==> config.mk <==
export PLATFORM = sky130hd
export DESIGN_NAME = psfb_flag_bank
export DESIGN_NICKNAME = d
export VERILOG_FILES = /design/src/logic/psfb_flag_bank.v /design/src/logic/psfb_sync.v /design/src/logic/psfb_scan_wdog.v
export VERILOG_INCLUDE_DIRS = /design/src /design/src/logic
export SDC_FILE = /design/constraint.sdc
export NUM_CORES = 1
export LEC_CHECK = 0
export BUFFER_PORTS_ARGS = -buffer_cell sky130_fd_sc_hd__buf_2
export CAP_MARGIN = 20
export CORE_ASPECT_RATIO = 1.5
export CORE_MARGIN = 2
export CORE_UTILIZATION = 56
export CTS_CLUSTER_DIAMETER = 80
export DETAILED_ROUTE_END_ITERATION = 12
export PLACE_DENSITY = 0.84
export SYNTH_ARGS = -nofsm -noshare
export SYNTH_HDL_FRONTEND = slang
export SYNTH_SLANG_ARGS = --single-unit
==> constraint.sdc <==
create_clock -name pclk -period 1.9 [get_ports pclk]
set_input_delay 0.38 -clock pclk [delete_from_list [all_inputs] [get_ports pclk]]
set_output_delay 0.38 -clock pclk [all_outputs]
set_load 0.01 [all_outputs]
==> src/logic/psfb_regs.vh <==
// Register offsets, field positions and timing constants of the status flag bank
`ifndef PSFB_REGS_VH
`define PSFB_REGS_VH

`define PSFB_ADDR_W 8
`define PSFB_DATA_W 32

`define PSFB_OFF_MODE 8'h00
`define PSFB_OFF_DBGERR 8'h04
`define PSFB_OFF_IOERR 8'h08
`define PSFB_OFF_WDLIM 8'h0C
`define PSFB_OFF_SCANT 8'h10
`define PSFB_OFF_CTRL 8'h14

`define PSFB_B_RUN 0
`define PSFB_B_PROG 1
`define PSFB_B_PAUSE 2
`define PSFB_B_DEBUG 3
`define PSFB_B_ON 16
`define PSFB_B_OFF 17
`define PSFB_B_FIRST_ON 18
`define PSFB_B_FIRST_OFF 19
`define PSFB_B_TOGGLE 20

`define PSFB_B_STEP 0
`define PSFB_B_BRK 1
`define PSFB_B_SCANRUN 2
`define PSFB_B_BITMATCH 3
`define PSFB_B_WORDMATCH 4
`define PSFB_B_FATAL 16
`define PSFB_B_ORDIN 17
`define PSFB_B_WDOG 18
`define PSFB_B_IOERR 19
`define PSFB_B_BATT 20
`define PSFB_B_FUSE 21

`define PSFB_B_CLR_WDOG 0

`define PSFB_MODE_W 2
`define PSFB_MODE_PROG 2'h0
`define PSFB_MODE_RUN 2'h1
`define PSFB_MODE_PAUSE 2'h2
`define PSFB_MODE_DEBUG 2'h3

`define PSFB_DBG_W 3
`define PSFB_DBG_NONE 3'h0
`define PSFB_DBG_STEP 3'h1
`define PSFB_DBG_BRK 3'h2
`define PSFB_DBG_SCAN 3'h3
`define PSFB_DBG_BITMATCH 3'h4
`define PSFB_DBG_WORDMATCH 3'h5

`define PSFB_IO_W 32
`define PSFB_MS_W 13
`define PSFB_MS_MAX 13'h1FFF
`define PSFB_WDLIM_RST 13'h1770

`define PSFB_CLK_NS 50
`define PSFB_MS_NS 1000000

`endif

==> src/logic/psfb_flag_bank.v <==
// Special relay flag bank with APB register access
//
// Summary of operation
// - Run flag on only in run mode
// - Pause flag on in pause mode
// - Debug flag on in debug mode
// - One flag always one, one always zero
// - Toggle flag inverts at every scan end
// - Step flag during single step debug run
// - Breakpoint flag during breakpoint debug run
// - Scan-run flag during scan debug run
// - Bit-match flag during bit-match debug run
// - Word-match flag during word-match debug run
// - Positions between word-match and fatal flags unused, zero
// - Fatal flag when fatal error detected
// - Ordinary flag when non-fatal error detected
// - Watchdog flag when scan watchdog reports
// - I/O error flag is OR of module bits
// - Battery flag when battery voltage low
// - Fuse flag when output fuse blown
// - Report overrun past limit, keep running
`include "psfb_regs.vh"

module psfb_flag_bank #(
    parameter MS_CYCLES = `PSFB_MS_NS / `PSFB_CLK_NS
) (
    input wire pclk,
    input wire presetn,
    input wire psel,
    input wire penable,
    input wire pwrite,
    input wire [`PSFB_ADDR_W-1:0] paddr,
    input wire [`PSFB_DATA_W-1:0] pwdata,
    output reg [`PSFB_DATA_W-1:0] prdata,
    output reg pready,
    output reg pslverr,
    input wire [`PSFB_MODE_W-1:0] mode_sel,
    input wire [`PSFB_DBG_W-1:0] dbg_run_sel,
    input wire scan_end,
    input wire fatal_err,
    input wire ordinary_err,
    input wire [`PSFB_IO_W-1:0] io_err,
    input wire battery_low,
    input wire fuse_blown
);

localparam ST_IDLE = 2'b01;
localparam ST_ACC = 2'b10;
localparam SYNC_W = `PSFB_MODE_W + `PSFB_DBG_W + 5 + `PSFB_IO_W;

wire [SYNC_W-1:0] sync_q;
wire [`PSFB_MODE_W-1:0] mode_s;
wire [`PSFB_DBG_W-1:0] dbg_s;
wire scan_s;
wire fatal_s;
wire ordin_s;
wire batt_s;
wire fuse_s;
wire [`PSFB_IO_W-1:0] io_s;
wire [`PSFB_MS_W-1:0] scan_ms;
wire overrun;

reg scan_d_r;
reg scan_pulse_r;
reg first_scan_r;
reg toggle_r;
reg [3:0] mode_flags_r;
reg [4:0] dbg_flags_r;
reg fatal_r;
reg ordin_r;
reg batt_r;
reg fuse_r;
reg [`PSFB_IO_W-1:0] io_r;
reg io_any_r;
reg wdog_r;
reg wdog_nxt;
reg [`PSFB_MS_W-1:0] wdlim_r;
reg [1:0] state_r;
reg [1:0] state_nxt;
reg [`PSFB_DATA_W-1:0] rd_word;
reg rd_err;
reg wr_err;
reg clr_wdog;
reg wr_lim;

// Pin inputs cross into the bus clock
psfb_sync #(
    .WIDTH(SYNC_W)
) u_sync (
    .pclk(pclk),
    .presetn(presetn),
    .d({mode_sel, dbg_run_sel, scan_end, fatal_err, ordinary_err, battery_low, fuse_blown, io_err}),
    .q(sync_q)
);

assign mode_s = sync_q[SYNC_W-1 -: `PSFB_MODE_W];
assign dbg_s = sync_q[SYNC_W-`PSFB_MODE_W-1 -: `PSFB_DBG_W];
assign scan_s = sync_q[`PSFB_IO_W+4];
assign fatal_s = sync_q[`PSFB_IO_W+3];
assign ordin_s = sync_q[`PSFB_IO_W+2];
assign batt_s = sync_q[`PSFB_IO_W+1];
assign fuse_s = sync_q[`PSFB_IO_W];
assign io_s = sync_q[`PSFB_IO_W-1:0];

psfb_scan_wdog #(
    .MS_CYCLES(MS_CYCLES)
) u_wdog (
    .pclk(pclk),
    .presetn(presetn),
    .scan_end(scan_pulse_r),
    .limit(wdlim_r),
    .scan_ms_r(scan_ms),
    .overrun_r(overrun)
);

// Address match, shared by read mux and write commit
function addr_is;
    input [`PSFB_ADDR_W-1:0] a;
    input [`PSFB_ADDR_W-1:0] off;
    begin
        addr_is = (a == off);
    end
endfunction

// Scan boundary is the rising edge of the synchronised strobe
always @(posedge pclk or negedge presetn)
begin
    if (!presetn)
    begin
        scan_d_r <= 1'b0;
        scan_pulse_r <= 1'b0;
    end
    else
    begin
        scan_d_r <= scan_s;
        scan_pulse_r <= scan_s & ~scan_d_r;
    end
end

// Flags refresh once per scan so the program sees a stable image
always @(posedge pclk or negedge presetn)
begin
    if (!presetn)
    begin
        first_scan_r <= 1'b1;
        toggle_r <= 1'b0;
        mode_flags_r <= 4'h0;
        dbg_flags_r <= 5'h00;
        fatal_r <= 1'b0;
        ordin_r <= 1'b0;
        batt_r <= 1'b0;
        fuse_r <= 1'b0;
        io_r <= 32'h00000000;
        io_any_r <= 1'b0;
    end
    else if (scan_pulse_r)
    begin
        first_scan_r <= 1'b0;
        toggle_r <= ~toggle_r;
        // Mode code is a single field, so only one flag can be set
        mode_flags_r[`PSFB_B_RUN] <= (mode_s == `PSFB_MODE_RUN);
        mode_flags_r[`PSFB_B_PROG] <= (mode_s == `PSFB_MODE_PROG);
        mode_flags_r[`PSFB_B_PAUSE] <= (mode_s == `PSFB_MODE_PAUSE);
        mode_flags_r[`PSFB_B_DEBUG] <= (mode_s == `PSFB_MODE_DEBUG);
        // Debug run kinds only count while in debug mode
        dbg_flags_r[`PSFB_B_STEP] <= (mode_s == `PSFB_MODE_DEBUG) && (dbg_s == `PSFB_DBG_STEP);
        dbg_flags_r[`PSFB_B_BRK] <= (mode_s == `PSFB_MODE_DEBUG) && (dbg_s == `PSFB_DBG_BRK);
        dbg_flags_r[`PSFB_B_SCANRUN] <= (mode_s == `PSFB_MODE_DEBUG) && (dbg_s == `PSFB_DBG_SCAN);
        dbg_flags_r[`PSFB_B_BITMATCH] <= (mode_s == `PSFB_MODE_DEBUG) && (dbg_s == `PSFB_DBG_BITMATCH);
        dbg_flags_r[`PSFB_B_WORDMATCH] <= (mode_s == `PSFB_MODE_DEBUG) && (dbg_s == `PSFB_DBG_WORDMATCH);
        fatal_r <= fatal_s;
        ordin_r <= ordin_s;
        io_r <= io_s;
        io_any_r <= |io_s;
        batt_r <= batt_s;
        fuse_r <= fuse_s;
    end
end

// Watchdog flag is sticky; a new overrun beats a clear
always @*
begin
    wdog_nxt = wdog_r;
    if (clr_wdog)
        wdog_nxt = 1'b0;
    if (overrun)
        wdog_nxt = 1'b1;
end

always @(posedge pclk or negedge presetn)
begin
    if (!presetn)
    begin
        wdog_r <= 1'b0;
        wdlim_r <= `PSFB_WDLIM_RST;
    end
    else
    begin
        wdog_r <= wdog_nxt;
        // Range is software's duty, value taken as written
        if (wr_lim)
            wdlim_r <= pwdata[`PSFB_MS_W-1:0];
    end
end

// Read image; unused positions stay zero
always @*
begin
    rd_word = 32'h00000000;
    rd_err = 1'b0;
    wr_err = 1'b0;
    if (addr_is(paddr, `PSFB_OFF_MODE))
    begin
        rd_word[3:0] = mode_flags_r;
        rd_word[`PSFB_B_ON] = 1'b1;
        rd_word[`PSFB_B_OFF] = 1'b0;
        rd_word[`PSFB_B_FIRST_ON] = first_scan_r;
        rd_word[`PSFB_B_FIRST_OFF] = ~first_scan_r;
        rd_word[`PSFB_B_TOGGLE] = toggle_r;
        wr_err = 1'b1;
    end
    else if (addr_is(paddr, `PSFB_OFF_DBGERR))
    begin
        rd_word[4:0] = dbg_flags_r;
        rd_word[`PSFB_B_FATAL] = fatal_r;
        rd_word[`PSFB_B_ORDIN] = ordin_r;
        rd_word[`PSFB_B_WDOG] = wdog_r;
        rd_word[`PSFB_B_IOERR] = io_any_r;
        rd_word[`PSFB_B_BATT] = batt_r;
        rd_word[`PSFB_B_FUSE] = fuse_r;
        wr_err = 1'b1;
    end
    else if (addr_is(paddr, `PSFB_OFF_IOERR))
    begin
        rd_word = io_r;
        wr_err = 1'b1;
    end
    else if (addr_is(paddr, `PSFB_OFF_WDLIM))
        rd_word[`PSFB_MS_W-1:0] = wdlim_r;
    else if (addr_is(paddr, `PSFB_OFF_SCANT))
    begin
        rd_word[`PSFB_MS_W-1:0] = scan_ms;
        wr_err = 1'b1;
    end
    else if (addr_is(paddr, `PSFB_OFF_CTRL))
        rd_word = 32'h00000000;
    else
    begin
        rd_err = 1'b1;
        wr_err = 1'b1;
    end
end

// Commit strobes only at the edge that samples pready
always @*
begin
    clr_wdog = 1'b0;
    wr_lim = 1'b0;
    if (state_r == ST_ACC && psel && penable && pwrite && !wr_err)
    begin
        clr_wdog = addr_is(paddr, `PSFB_OFF_CTRL) && pwdata[`PSFB_B_CLR_WDOG];
        wr_lim = addr_is(paddr, `PSFB_OFF_WDLIM);
    end
end

// One wait state keeps every bus output registered
always @*
begin
    case (state_r)
        ST_IDLE:
        begin
            if (psel && penable)
                state_nxt = ST_ACC;
            else
                state_nxt = ST_IDLE;
        end
        ST_ACC:
            state_nxt = ST_IDLE;
        default:
            state_nxt = ST_IDLE;
    endcase
end

always @(posedge pclk or negedge presetn)
begin
    if (!presetn)
    begin
        state_r <= ST_IDLE;
        pready <= 1'b0;
        pslverr <= 1'b0;
        prdata <= 32'h00000000;
    end
    else
    begin
        state_r <= state_nxt;
        if (state_r == ST_IDLE && psel && penable)
        begin
            pready <= 1'b1;
            pslverr <= pwrite ? wr_err : rd_err;
            prdata <= pwrite ? 32'h00000000 : rd_word;
        end
        else
        begin
            pready <= 1'b0;
            pslverr <= 1'b0;
            prdata <= 32'h00000000;
        end
    end
end

endmodule // psfb_flag_bank

==> src/logic/psfb_sync.v <==
// Two-flop synchroniser for a group of pin inputs
module psfb_sync #(
    parameter WIDTH = 1
) (
    input wire pclk,
    input wire presetn,
    input wire [WIDTH-1:0] d,
    output reg [WIDTH-1:0] q
);

reg [WIDTH-1:0] meta_r;

// First stage feeds only the second
always @(posedge pclk or negedge presetn)
begin
    if (!presetn)
    begin
        meta_r <= {WIDTH{1'b0}};
        q <= {WIDTH{1'b0}};
    end
    else
    begin
        meta_r <= d;
        q <= meta_r;
    end
end

endmodule // psfb_sync

==> src/logic/psfb_scan_wdog.v <==
// Scan time measurement and scan watchdog
`include "psfb_regs.vh"

module psfb_scan_wdog #(
    parameter MS_CYCLES = 20000
) (
    input wire pclk,
    input wire presetn,
    input wire scan_end,
    input wire [`PSFB_MS_W-1:0] limit,
    output reg [`PSFB_MS_W-1:0] scan_ms_r,
    output reg overrun_r
);

reg [31:0] div_r;
reg ms_tick_r;
reg [`PSFB_MS_W-1:0] cur_ms_r;
reg fired_r;

// Free running millisecond enable
always @(posedge pclk or negedge presetn)
begin
    if (!presetn)
    begin
        div_r <= 32'h00000000;
        ms_tick_r <= 1'b0;
    end
    else if (div_r == MS_CYCLES - 1)
    begin
        div_r <= 32'h00000000;
        ms_tick_r <= 1'b1;
    end
    else
    begin
        div_r <= div_r + 32'h00000001;
        ms_tick_r <= 1'b0;
    end
end

// Overrun reported once per scan; scan keeps running
always @(posedge pclk or negedge presetn)
begin
    if (!presetn)
    begin
        cur_ms_r <= {`PSFB_MS_W{1'b0}};
        scan_ms_r <= {`PSFB_MS_W{1'b0}};
        fired_r <= 1'b0;
        overrun_r <= 1'b0;
    end
    else
    begin
        overrun_r <= 1'b0;
        if (scan_end)
        begin
            scan_ms_r <= cur_ms_r;
            cur_ms_r <= {`PSFB_MS_W{1'b0}};
            fired_r <= 1'b0;
        end
        else
        begin
            if (ms_tick_r && cur_ms_r != `PSFB_MS_MAX)
                cur_ms_r <= cur_ms_r + 13'h0001;
            if (!fired_r && cur_ms_r > limit)
            begin
                fired_r <= 1'b1;
                overrun_r <= 1'b1;
            end
        end
    end
end

endmodule // psfb_scan_wdog

Word-level counts from Yosys, hierarchy flattened --
Cells that the tools add are included.
Storage, ports and cells: flip-flop bits (word level) 245, bits of input ports 87, word-level logic and storage cells 114
Cells by class: add/subtract/negate cells 2, $lt $le $gt $ge 1, eq/ne operators 17, muxes and demuxes 41, bitwise gates (word level) 4, reduce and logical (&&, ||, !) cells 23
Operator list (number):
- two-way mux 32 bit | 4
- two-way mux 13 bit | 4
- adder 32 x 1 -> 32 bit (second input constant) | 1
- equality test 32 x 15 -> 1 bit (second input constant) | 1
- OR reduction 32 bit | 1
- two-way mux 1 bit | 23
- two-way mux 11 bit | 2
- equality test 8 x 4 -> 1 bit (second input constant) | 2
- equality test 8 x 5 -> 1 bit (second input constant) | 2
- logical AND 1 bit | 15
- adder 13 x 1 -> 13 bit (second input constant) | 1
- greater-than comparator 13 bit | 1
- != test 13 bit (second input constant) | 1
- two-way mux 12 bit | 1
- two-way mux 10 bit | 1
- two-way mux 5 bit | 2
- equality test 8 x 3 -> 1 bit (second input constant) | 1
- logical NOT 8 bit | 1
- equality test 2 bit (second input constant) | 3
- equality test 3 x 2 -> 1 bit (second input constant) | 2
- equality test 3 bit (second input constant) | 2
- two-way mux 6 bit | 1
- nonzero test 2 bit | 3
- equality test 2 x 1 -> 1 bit (second input constant) | 2
- other kinds (7) | 11

Logic depth before layout (Yosys ltp) --
Gate-level depths: netlist of run 1.
word-level depth 12, mapped depth 8, mapped depth without buffers 7

Cells and area by module --
From an unflattened synthesis of run 1, not the netlist that was laid out.
Unflattened totals: cell total of the unflattened synthesis 715, area, all modules 9487.8 µm²
By module, submodules not included:
- psfb_flag_bank | instances 1, cells each 333, area an instance 4224.1 µm², sequential area each 2513.7 µm²
- psfb_scan_wdog | instances 1, cells each 298, area an instance 3161.8 µm², sequential area each 1526.5 µm²
- psfb_sync | instances 1, cells each 84, area an instance 2102.0 µm², sequential area each 2102.0 µm²

Worst setup path before layout of run 1 --
No wires, ideal clock.
path kind register to register, start register wdlim_r[8], end register u_wdog.fired_r, library setup time 0.136 ns, arrival time 1.528 ns, required time 1.764 ns, setup slack 0.235 ns, cell stages (with the launch flop) 8, buffers on the path 0, cell sequence dfstp_2 > inv_1 > ha_1 > a21oi_1 > o21ai_0 > a221oi_1 > a21o_1 > a21oi_1
Between the ends: cells in the longest elaborated chain, start to end 3
RTL lines:
- from (decl) | RTL line psfb_flag_bank.v:77 | reg [`PSFB_MS_W-1:0] wdlim_r;
- from (signal assigned) | RTL line psfb_flag_bank.v:195 | wdlim_r <= `PSFB_WDLIM_RST;
- from (signal assigned) | RTL line psfb_flag_bank.v:202 | wdlim_r <= pwdata[`PSFB_MS_W-1:0];
- greater-than comparator 13 bit | RTL line psfb_scan_wdog.v:63 | if (!fired_r && cur_ms_r > limit)
- logical AND 1 bit | RTL line psfb_scan_wdog.v:63
- nonzero test 2 bit (no source line)
- to (signal assigned) | RTL line psfb_scan_wdog.v:47 | fired_r <= 1'b0;
- to (signal assigned) | RTL line psfb_scan_wdog.v:57 | fired_r <= 1'b0;
- to (signal assigned) | RTL line psfb_scan_wdog.v:65 | fired_r <= 1'b1;
- to (decl) | RTL line psfb_scan_wdog.v:18 | reg fired_r;
Every way passes these cells. A chain may end at the register's enable or synchronous reset.

Worst setup path after layout of run 1 --
start register wdlim_r[10], end register u_wdog.fired_r
Same word-level chain as after synthesis.

==> results of run 1 <==
-- timing repair --
action	4_1_cts	5_1_grt
setup endpoints to repair	0	16
resized for setup	0	3
hold buffers	42	1
hold endpoints to repair	94	1
-- final cells by class --
cell class / instances / area, µm² / share of cell area (%)
timing repair buffer: 172 / 1219 / 10.81
multi-input combinational: 408 / 2893 / 25.66
clock inverter: 5 / 36.28 / 0.3219
inverter: 29 / 108.9 / 0.9657
sequential: 245 / 6143 / 54.50
clock buffer: 31 / 614.3 / 5.450
tap: 206 / 257.7 / 2.287
-- logic make-up after synthesis --
logic type	synth area share (%)
AOI/OAI and AO/OA	6.117
xor gates and xnor gates	3.695
adders and majority gates	2.030
buffers and inverters	2.504
DFF	66.44
muxes	6.456
and+or+nand+nor	12.76
-- critical path: cells and delay by family, from the launching register on --
kind / cells / cell delay (ns)
compound gates: 3 / 0.53
buf+inv: 1 / 0.06
flops: 1 / 0.53
simple gates: 1 / 0.22
fa+ha+maj: 1 / 0.30
-- metrics by stage --
| stage | util, % | power, mW | setup WS (ns) |
|---|---|---|---|
| detailed placement | 62.82 | 6.173 | 0.01691 |
| CTS | 69.43 | 10.28 | 0.01570 |
| global route | 69.63 | 10.60 | 0.009448 |
| floorplan | - | 5.863 | 0.2351 |
| finish | 69.63 | 10.25 | 0.1201 |
| global placement | 62.82 | 6.143 | 0.06793 |
-- placed cells by master (no fill, tap or decap), drive strengths merged, types with 4 or more instances in the layout --
cell | Yosys | routed
xor2 | 15 | 15
mux2 | 53 | 53
and4 | 9 | 9
nand2b | 5 | 5
nor2b | 4 | 4
clkinv | 0 | 5
nor4 | 13 | 13
dfstp | 9 | 9
buf | 13 | 129
nor2 | 46 | 46
dfrtp | 236 | 236
nand3 | 17 | 17
nand2 | 42 | 42
xnor2 | 24 | 24
and2 | 18 | 18
ha | 15 | 15
inv | 29 | 29
a22o | 6 | 6
clkbuf | 10 | 31
a22oi | 13 | 13
dlygate4sd3 | 0 | 43
nor3 | 16 | 16
and3 | 11 | 11
a21oi | 22 | 22
o21ai | 27 | 27
nand4 | 18 | 18
-- worst paths after layout --
check,depth (start not counted),endpoint
hold / removal,3,wdlim_r[8]
setup / recovery,6,u_wdog.fired_r
hold reg to reg,0,u_sync.q[37]
setup reg to reg,6,u_wdog.fired_r
min in group asynchronous,2,io_r[14]
max in group asynchronous,3,wdlim_r[10]
-- flip-flops by register name, summed over array words and instances (netlist names), 2 cells and up --
signal	flops
wdlim_r	13
u_sync.q	42
u_wdog.div_r	32
state_r	2
io_r	32
u_sync.meta_r	42
mode_flags_r	4
prdata	32
dbg_flags_r	5
u_wdog.cur_ms_r	13
u_wdog.scan_ms_r	13
-- power groups by stage --
| stage | combinational, mW | clock, mW | sequential, mW |
|---|---|---|---|
| 2_1_floorplan | 0.241 | 0 | 5.62 |
| 3_3_place_gp | 0.482 | 0 | 5.66 |
| 3_5_place_dp | 0.498 | 0 | 5.68 |
| 4_1_cts | 0.580 | 4.11 | 5.59 |
| 5_1_grt | 0.647 | 4.34 | 5.61 |
| 6_report | 0.583 | 4.07 | 5.59 |
-- per-layer routing --
metal,up-vias,track usage [%],share of wire (%)
li1,2796,-,-
met1,3085,28.56,37
met2,209,42.38,53
met3,66,3.107,5.0
met4,0,11.25,4.5
met5,-,0,0
-- cell usage after synthesis (5+ instances only) --
cell	number
sky130_fd_sc_hd__and4_1	8
sky130_fd_sc_hd__o21ai_1	10
sky130_fd_sc_hd__clkbuf_1	10
sky130_fd_sc_hd__buf_2	8
sky130_fd_sc_hd__nor4_1	12
sky130_fd_sc_hd__nand2_1	42
sky130_fd_sc_hd__inv_1	28
sky130_fd_sc_hd__mux2_2	52
sky130_fd_sc_hd__nand2b_1	5
sky130_fd_sc_hd__a22oi_1	13
sky130_fd_sc_hd__and3_1	11
sky130_fd_sc_hd__a22o_1	6
sky130_fd_sc_hd__nand4_1	18
sky130_fd_sc_hd__o21ai_0	17
sky130_fd_sc_hd__a21oi_1	22
sky130_fd_sc_hd__ha_1	15
sky130_fd_sc_hd__xor2_1	15
sky130_fd_sc_hd__and2_1	18
sky130_fd_sc_hd__nand3_1	17
sky130_fd_sc_hd__nor2_1	44
sky130_fd_sc_hd__dfstp_2	9
sky130_fd_sc_hd__dfrtp_1	236
sky130_fd_sc_hd__xnor2_1	24
sky130_fd_sc_hd__nor3_1	11
==> results list, run 1 <==
- H-tree levels: 1
- The startpoint identified for the worst register-to-register timing path is wdlim_r[10].
- Cell Area, Placed: 10170 µm²
* Ratio of routed vias to standard cells: 5.617
* Pin count of the biggest net entering global routing: 61
- Worst min-delay path class: input pin to register
- During synthesis, Yosys emitted a total of 0 warnings.
- Synthesized net count: 807
* Count of endpoints failing setup in the final report: 0
- Area added between synthesis and finish: 21.92%
- The number of hold-slack violations in the final timing report was 0.
- During I/O placement, the number of pins put on the boundary was 121.
- Measured along the x axis, the die boundary spans 108.9 µm.
- Average size of a mapped cell: 13.11 µm²
* Number of placement rows: 57
* Core area: 16190 µm²
* First drt pass iteration count: 5
* Number of antenna cells inserted: 0
* Pleak: 5.313 nW
- Iteration-0 DRC count of the detailed router: 591
- Setup repair after global routing left no endpoint under its margin.
* First-pass GRT wire length: 32810 µm
- STA puts the critical path data arrival time at 2.15 ns.
- Startpoint of the tightest hold check path: pwdata[8]
- In this run the deepest clock path goes through 3 buffers.
- The worst setup path is of the register to register kind.
* Wire length after detailed routing: 20010 µm
* Via count of the first global-routing pass: 6656
- Post-synth EDFFs: 0
- Sequential cells were found to cover 66.44% of the synthesized design area.
- Sequential fraction of design power: 54.6%
- Counting every instance in the synthesized netlist gives 705.
- TritonCTS buffer count: 22
* Via total after detailed routing: 6156
- Clock Skew: 0.01370 ns
- The initial utilization of the core area, before any placement, comes to 57.11%.
- Delay of the slowest cell on the worst path: 0.53 ns
- The worst setup path is captured at a register.
- For the worst setup path, the data required time is 2.27 ns.
- Counting flops and latches in the post-synthesis netlist gives 245.
- Count of distinct cell types in the synthesized netlist: 56
- In the final design database the tool counted 980 nets.
- Max-Slew Margin vs Limit: 65.11%
- Reported max-cap violation count: 0
- For this design the ratio of total power to cell area is 909.3 nW/µm².
- The tree is rooted in a sky130_fd_sc_hd__clkbuf_16.
- DP Wirelength: 12710 µm
* Setup crit start: wdlim_r[10]
* Total non-filler cell area in the finished layout: 11270 µm²
- Synthesized cell area: 9245 µm²
- Largest cells by area after synthesis: sky130_fd_sc_hd__dfrtp_1 (64%), sky130_fd_sc_hd__mux2_2 (6.3%), sky130_fd_sc_hd__dfstp_2 (2.6%), sky130_fd_sc_hd__xnor2_1 (2.3%), sky130_fd_sc_hd__ha_1 (2.0%)
* Area fraction of the dominant cell type after synthesis: 63.88%
- After detailed routing, the number of remaining DRC violations is 0.
- Switching pwr: 2.255 mW
- Highest ir drop seen on vdd: 0.7059 mV
- Global routing finished with a remaining overflow of 0.
- Wire length per cell after detailed routing: 18.26 µm
* GR Util All Layers: 23.96%
* Part of the total power dissipated in combinational logic: 5.7%
- Net switching is 22.00% of the power.
- The number of setup buffers added after CTS is 0.
* Number of filler instances in the final layout: 1056
- The slowest stage of the critical path belongs to the cell sky130_fd_sc_hd__dfstp_2.
- Fin. max-slew vios: 0
- Summed over all instances, the cell type with the most area after synthesis is sky130_fd_sc_hd__dfrtp_1.
- Outcome: completed
- Startpoint types: register
* Relative contribution of the clock network to total power: 39.7%
- Cell internal power was estimated by the tool at 7.995 mW.
- The worst path in the final design needs a cycle of 1.780 ns, including I/O delays and setup.
- TritonCTS built the clock tree.
* Antenna violations before repair: 0
* Count of input and output buffers: 101
* Clock Latency Late Sink: 0.51 ns
- In this run the worst path has a maximum fanout of 3.
* Timing-limited maximum frequency: 561.8 MHz
- In the final layout, the share of cells above drive strength 1 is 26.63%.
- Setup slack of the worst register-to-register path: 0.12 ns
- Number of standard cells in the layout, taps in and fillers out: 1096
* Height of the die: 161.4 µm
- Traced cell by cell, the critical path runs through inv_1 -> ha_1 -> and4_1 -> a221oi_2 -> a21o_1 -> a21oi_1.
- Number of sinks driven by the clock tree: 245
- The number of placed instances, taps included, is 1017.
- Of all flip-flops after synthesis, the portion carrying an async set or reset was 100.0%.
* Final hold slack: 0.08581 ns
- The final critical path takes up 93.68% of the cycle.
* Last weighted congestion value of the routability-driven placer: 0.9009
* Setup TNS: 0 ns
* Clock edge transition at the registers on the reported setup and hold paths: 0.07 ns
* Die Area: 17570 µm²
- In this run the remaining antenna-violating nets after routing total 0.
* Most used flip-flop cell after synthesis: sky130_fd_sc_hd__dfrtp_1
- At the pin with the least slew margin, the transition time is 0.5194 ns.
(Power assumes the default switching activity.)
==> inputs of run 2 (changes only) <==
--- a/config.mk
+++ b/config.mk
@@ -6,14 +6,14 @@
 export SDC_FILE = /design/constraint.sdc
 export NUM_CORES = 1
 export LEC_CHECK = 0
-export BUFFER_PORTS_ARGS = -buffer_cell sky130_fd_sc_hd__buf_2
 export CAP_MARGIN = 20
 export CORE_ASPECT_RATIO = 1.5
 export CORE_MARGIN = 2
 export CORE_UTILIZATION = 56
 export CTS_CLUSTER_DIAMETER = 80
 export DETAILED_ROUTE_END_ITERATION = 12
-export PLACE_DENSITY = 0.84
+export DONT_BUFFER_PORTS = 1
+export PLACE_DENSITY = 0.8
 export SYNTH_ARGS = -nofsm -noshare
 export SYNTH_HDL_FRONTEND = slang
 export SYNTH_SLANG_ARGS = --single-unit
==> constraint.sdc (replaced) <==
create_clock -name pclk -period 1.6 [get_ports pclk]
set_input_delay 0.32 -clock pclk [delete_from_list [all_inputs] [get_ports pclk]]
set_output_delay 0.32 -clock pclk [all_outputs]
set_load 0.01 [all_outputs]
==> run 2 against run 1 <==
The run now ends with negative hold slack, negative setup slack left. Sequential share of layout area decreased by 0.13 points. Global-route usage down 0.69 points. First-iteration DRC count shrank 11%. Register-to-register slack lost 0.20 ns. Critical path type unchanged.
==> results list, run 2 (synthesis results as in run 1) <==
* Wire length after detailed routing: 20200 µm
- Power spread over the standard cell area amounts to 1085 nW/µm².
* Chip width: 108.9 µm
- Die Area: 17570 µm²
- Height of the die: 161.4 µm
- In this run the number of H-tree levels came out at 1.
* Hold-fix buffers, CTS: 56
- Traced cell by cell, the critical path runs through inv_1 -> ha_1 -> and4_1 -> a221oi_2 -> a21o_1 -> a21oi_1.
* Failing checks: negative hold slack, negative setup slack
* Fin. max-slew vios: 0
- Area added between synthesis and finish: 22.38%
- Type of the setup path with the least slack: register to register
- Count of endpoints failing setup in the final report: 13
- TritonCTS built the clock tree.
* First drt pass iteration count: 5
- Delay of the slowest cell on the worst path: 0.53 ns
* Worst min-delay path class: input pin to async pin
- Highest ir drop seen on vdd: 1.041 mV
- Data arrives at the worst endpoint at 2.06 ns.
- After the last flow step, the layout net total stands at 904.
* Worst Tran Pin Value: 0.4599 ns
- Clock Skew: 0.008305 ns
* Endpoint required time on the critical path: 1.97 ns
* Clock edge transition at the registers on the reported setup and hold paths: 0.07 ns
- After floorplanning, the core was sized to cover 16190 µm².
* RSZ-0062 raised after global routing: yes
- ANT nets after route: 0
- Reported max-cap violation count: 0
- Sort of element at the end of the critical path: register
- GR Util All Layers: 23.27%
- In this run the tool buffered the top-level ports with 0 buffer cells.
- Startpoint types: register
* Clock Latency Late Sink: 0.50 ns
- The number of antenna violations at the first check in global routing was 1.
- Period utilisation layout: 105.1%
- In the final layout, the share of cells above drive strength 1 is 25.40%.
- Root Buffer: sky130_fd_sc_hd__clkbuf_16
- Final hold slack: -0.4827 ns
* Number of sinks driven by the clock tree: 245
- Effective utilization at floorplan: 57.11%
* Outcome: complete, but fails checks
* Total grt overflow: 0
- Via total after detailed routing: 5950
* Worst setup slack after layout: -0.08106 ns
- The number of hold-slack violations in the final timing report is 245.
- Last weighted congestion value of the routability-driven placer: 0.9027
* Highest fanout seen on the critical path: 2
* Cell with the largest stage delay on the worst path: sky130_fd_sc_hd__dfstp_2
- Most common cell after layout, fill and taps aside: sky130_fd_sc_hd__dfrtp_1
* Pleak: 5.045 nW
* Max-Slew Margin vs Limit: 69.10%
- 121 I/O pins were placed.
- Wire length per cell after detailed routing: 19.69 µm
* Maximum buffer depth of the clock tree: 3
- Once detailed placement completed, the half-perimeter wirelength came to 12630 µm.
- Buffers inserted during clock tree synthesis total 23.
* Total non-filler cell area in the finished layout: 11310 µm²
- For the final routed database, the setup TNS stands at -0.4991 ns.
- Entering global routing, the biggest net connects 246 pins.
- Iteration-0 DRC count of the detailed router: 525
- First-pass GRT wire length: 31840 µm
* Biggest regs: u_sync.meta_r x42, u_sync.q x42
* Clock period minus worst slack: 1.681 ns
- Prior to clock tree synthesis, the placed netlist has a worst setup slack of -0.1420 ns.
* Cell Area, Placed: 9696 µm²
- Number of placement rows: 57
* Ratio of routed vias to standard cells: 5.799
* Commonest cells after routing, fill and taps aside: sky130_fd_sc_hd__dfrtp_1 (228), sky130_fd_sc_hd__dlygate4sd3_1 (56), sky130_fd_sc_hd__mux2_2 (52), sky130_fd_sc_hd__nor2_1 (43), sky130_fd_sc_hd__nand2_1 (38)
* Timing-limited maximum frequency: 594.9 MHz
- The via count of the first global-routing pass came to 6388.
- In the routed design, unresolved DRC markers number 0.
==> run 2: per-layer routing <==
layer | GRT usage, % | wire [µm]
met1 | 27.89 | 7512
met2 | 40.37 | 10770
met3 | 3.955 | 1070
met4 | 10.90 | 845
met5 | 0 | 0
==> run 2: critical path: cells and delay by family, from the launching register on <==
family	cells	cell delay, ns
AO/OA/AOI/OAI	3	0.50
adder cells (fa/ha/maj)	1	0.28
buffers and inverters	1	0.05
flip-flops	1	0.53
AND/OR/NAND/NOR	1	0.19
==> run 2: cell type report <==
type	count	area, µm²
clock inverters	13	91.34
repair buffers	95	903.4
well taps	206	257.7
multi-input cells	408	3161
clock buffers	29	638.1
fillers	1013	4875
inverters	29	108.9
diodes	1	2.502
flip-flops and latches	245	6152
==> run 2: worst paths after layout <==
check                           cells after the start  slack [ns]             start              to
worst max register to register                      6       -0.08        wdlim_r[9]  u_wdog.fired_r
worst min register to register                      0        0.34  u_sync.meta_r[2]     u_sync.q[2]
max in group asynchronous                           0        1.71           presetn      wdlim_r[6]
worst max-delay path                                6       -0.08        wdlim_r[9]  u_wdog.fired_r
worst min-delay path                                0       -0.48           presetn    u_sync.q[28]
min in group pclk                                   1        0.01           penable      state_r[1]
==> run 2: what timing repair did <==
item / 4_1_cts / 5_1_grt
endpoints found under the hold margin: 301 / 245
pin swaps: 8 / 22
gates resized for setup: 22 / 41
buffers inserted: 1 / 7
setup endpoints to repair: 30 / 52
==> run 2: through the flow <==
stage               util, %  power [mW]  hold WS (ns)  std cells
floorplan                 -       6.963       0.02441        705
global placement      59.89       7.049       0.03212        919
finish                69.89       12.28       -0.4827       1026
global route          69.89       12.69       -0.5116       1026
CTS                   68.54       12.37       -0.5063       1018
detailed placement    59.89       7.096       0.03134        919
==> run 2: where the power goes <==
part | internal, mW | switching, mW | leakage, nW
logic | 0.289 | 0.183 | 1.64
clock network | 2.86 | 2.29 | 0.356
registers | 6.48 | 0.177 | 3.05
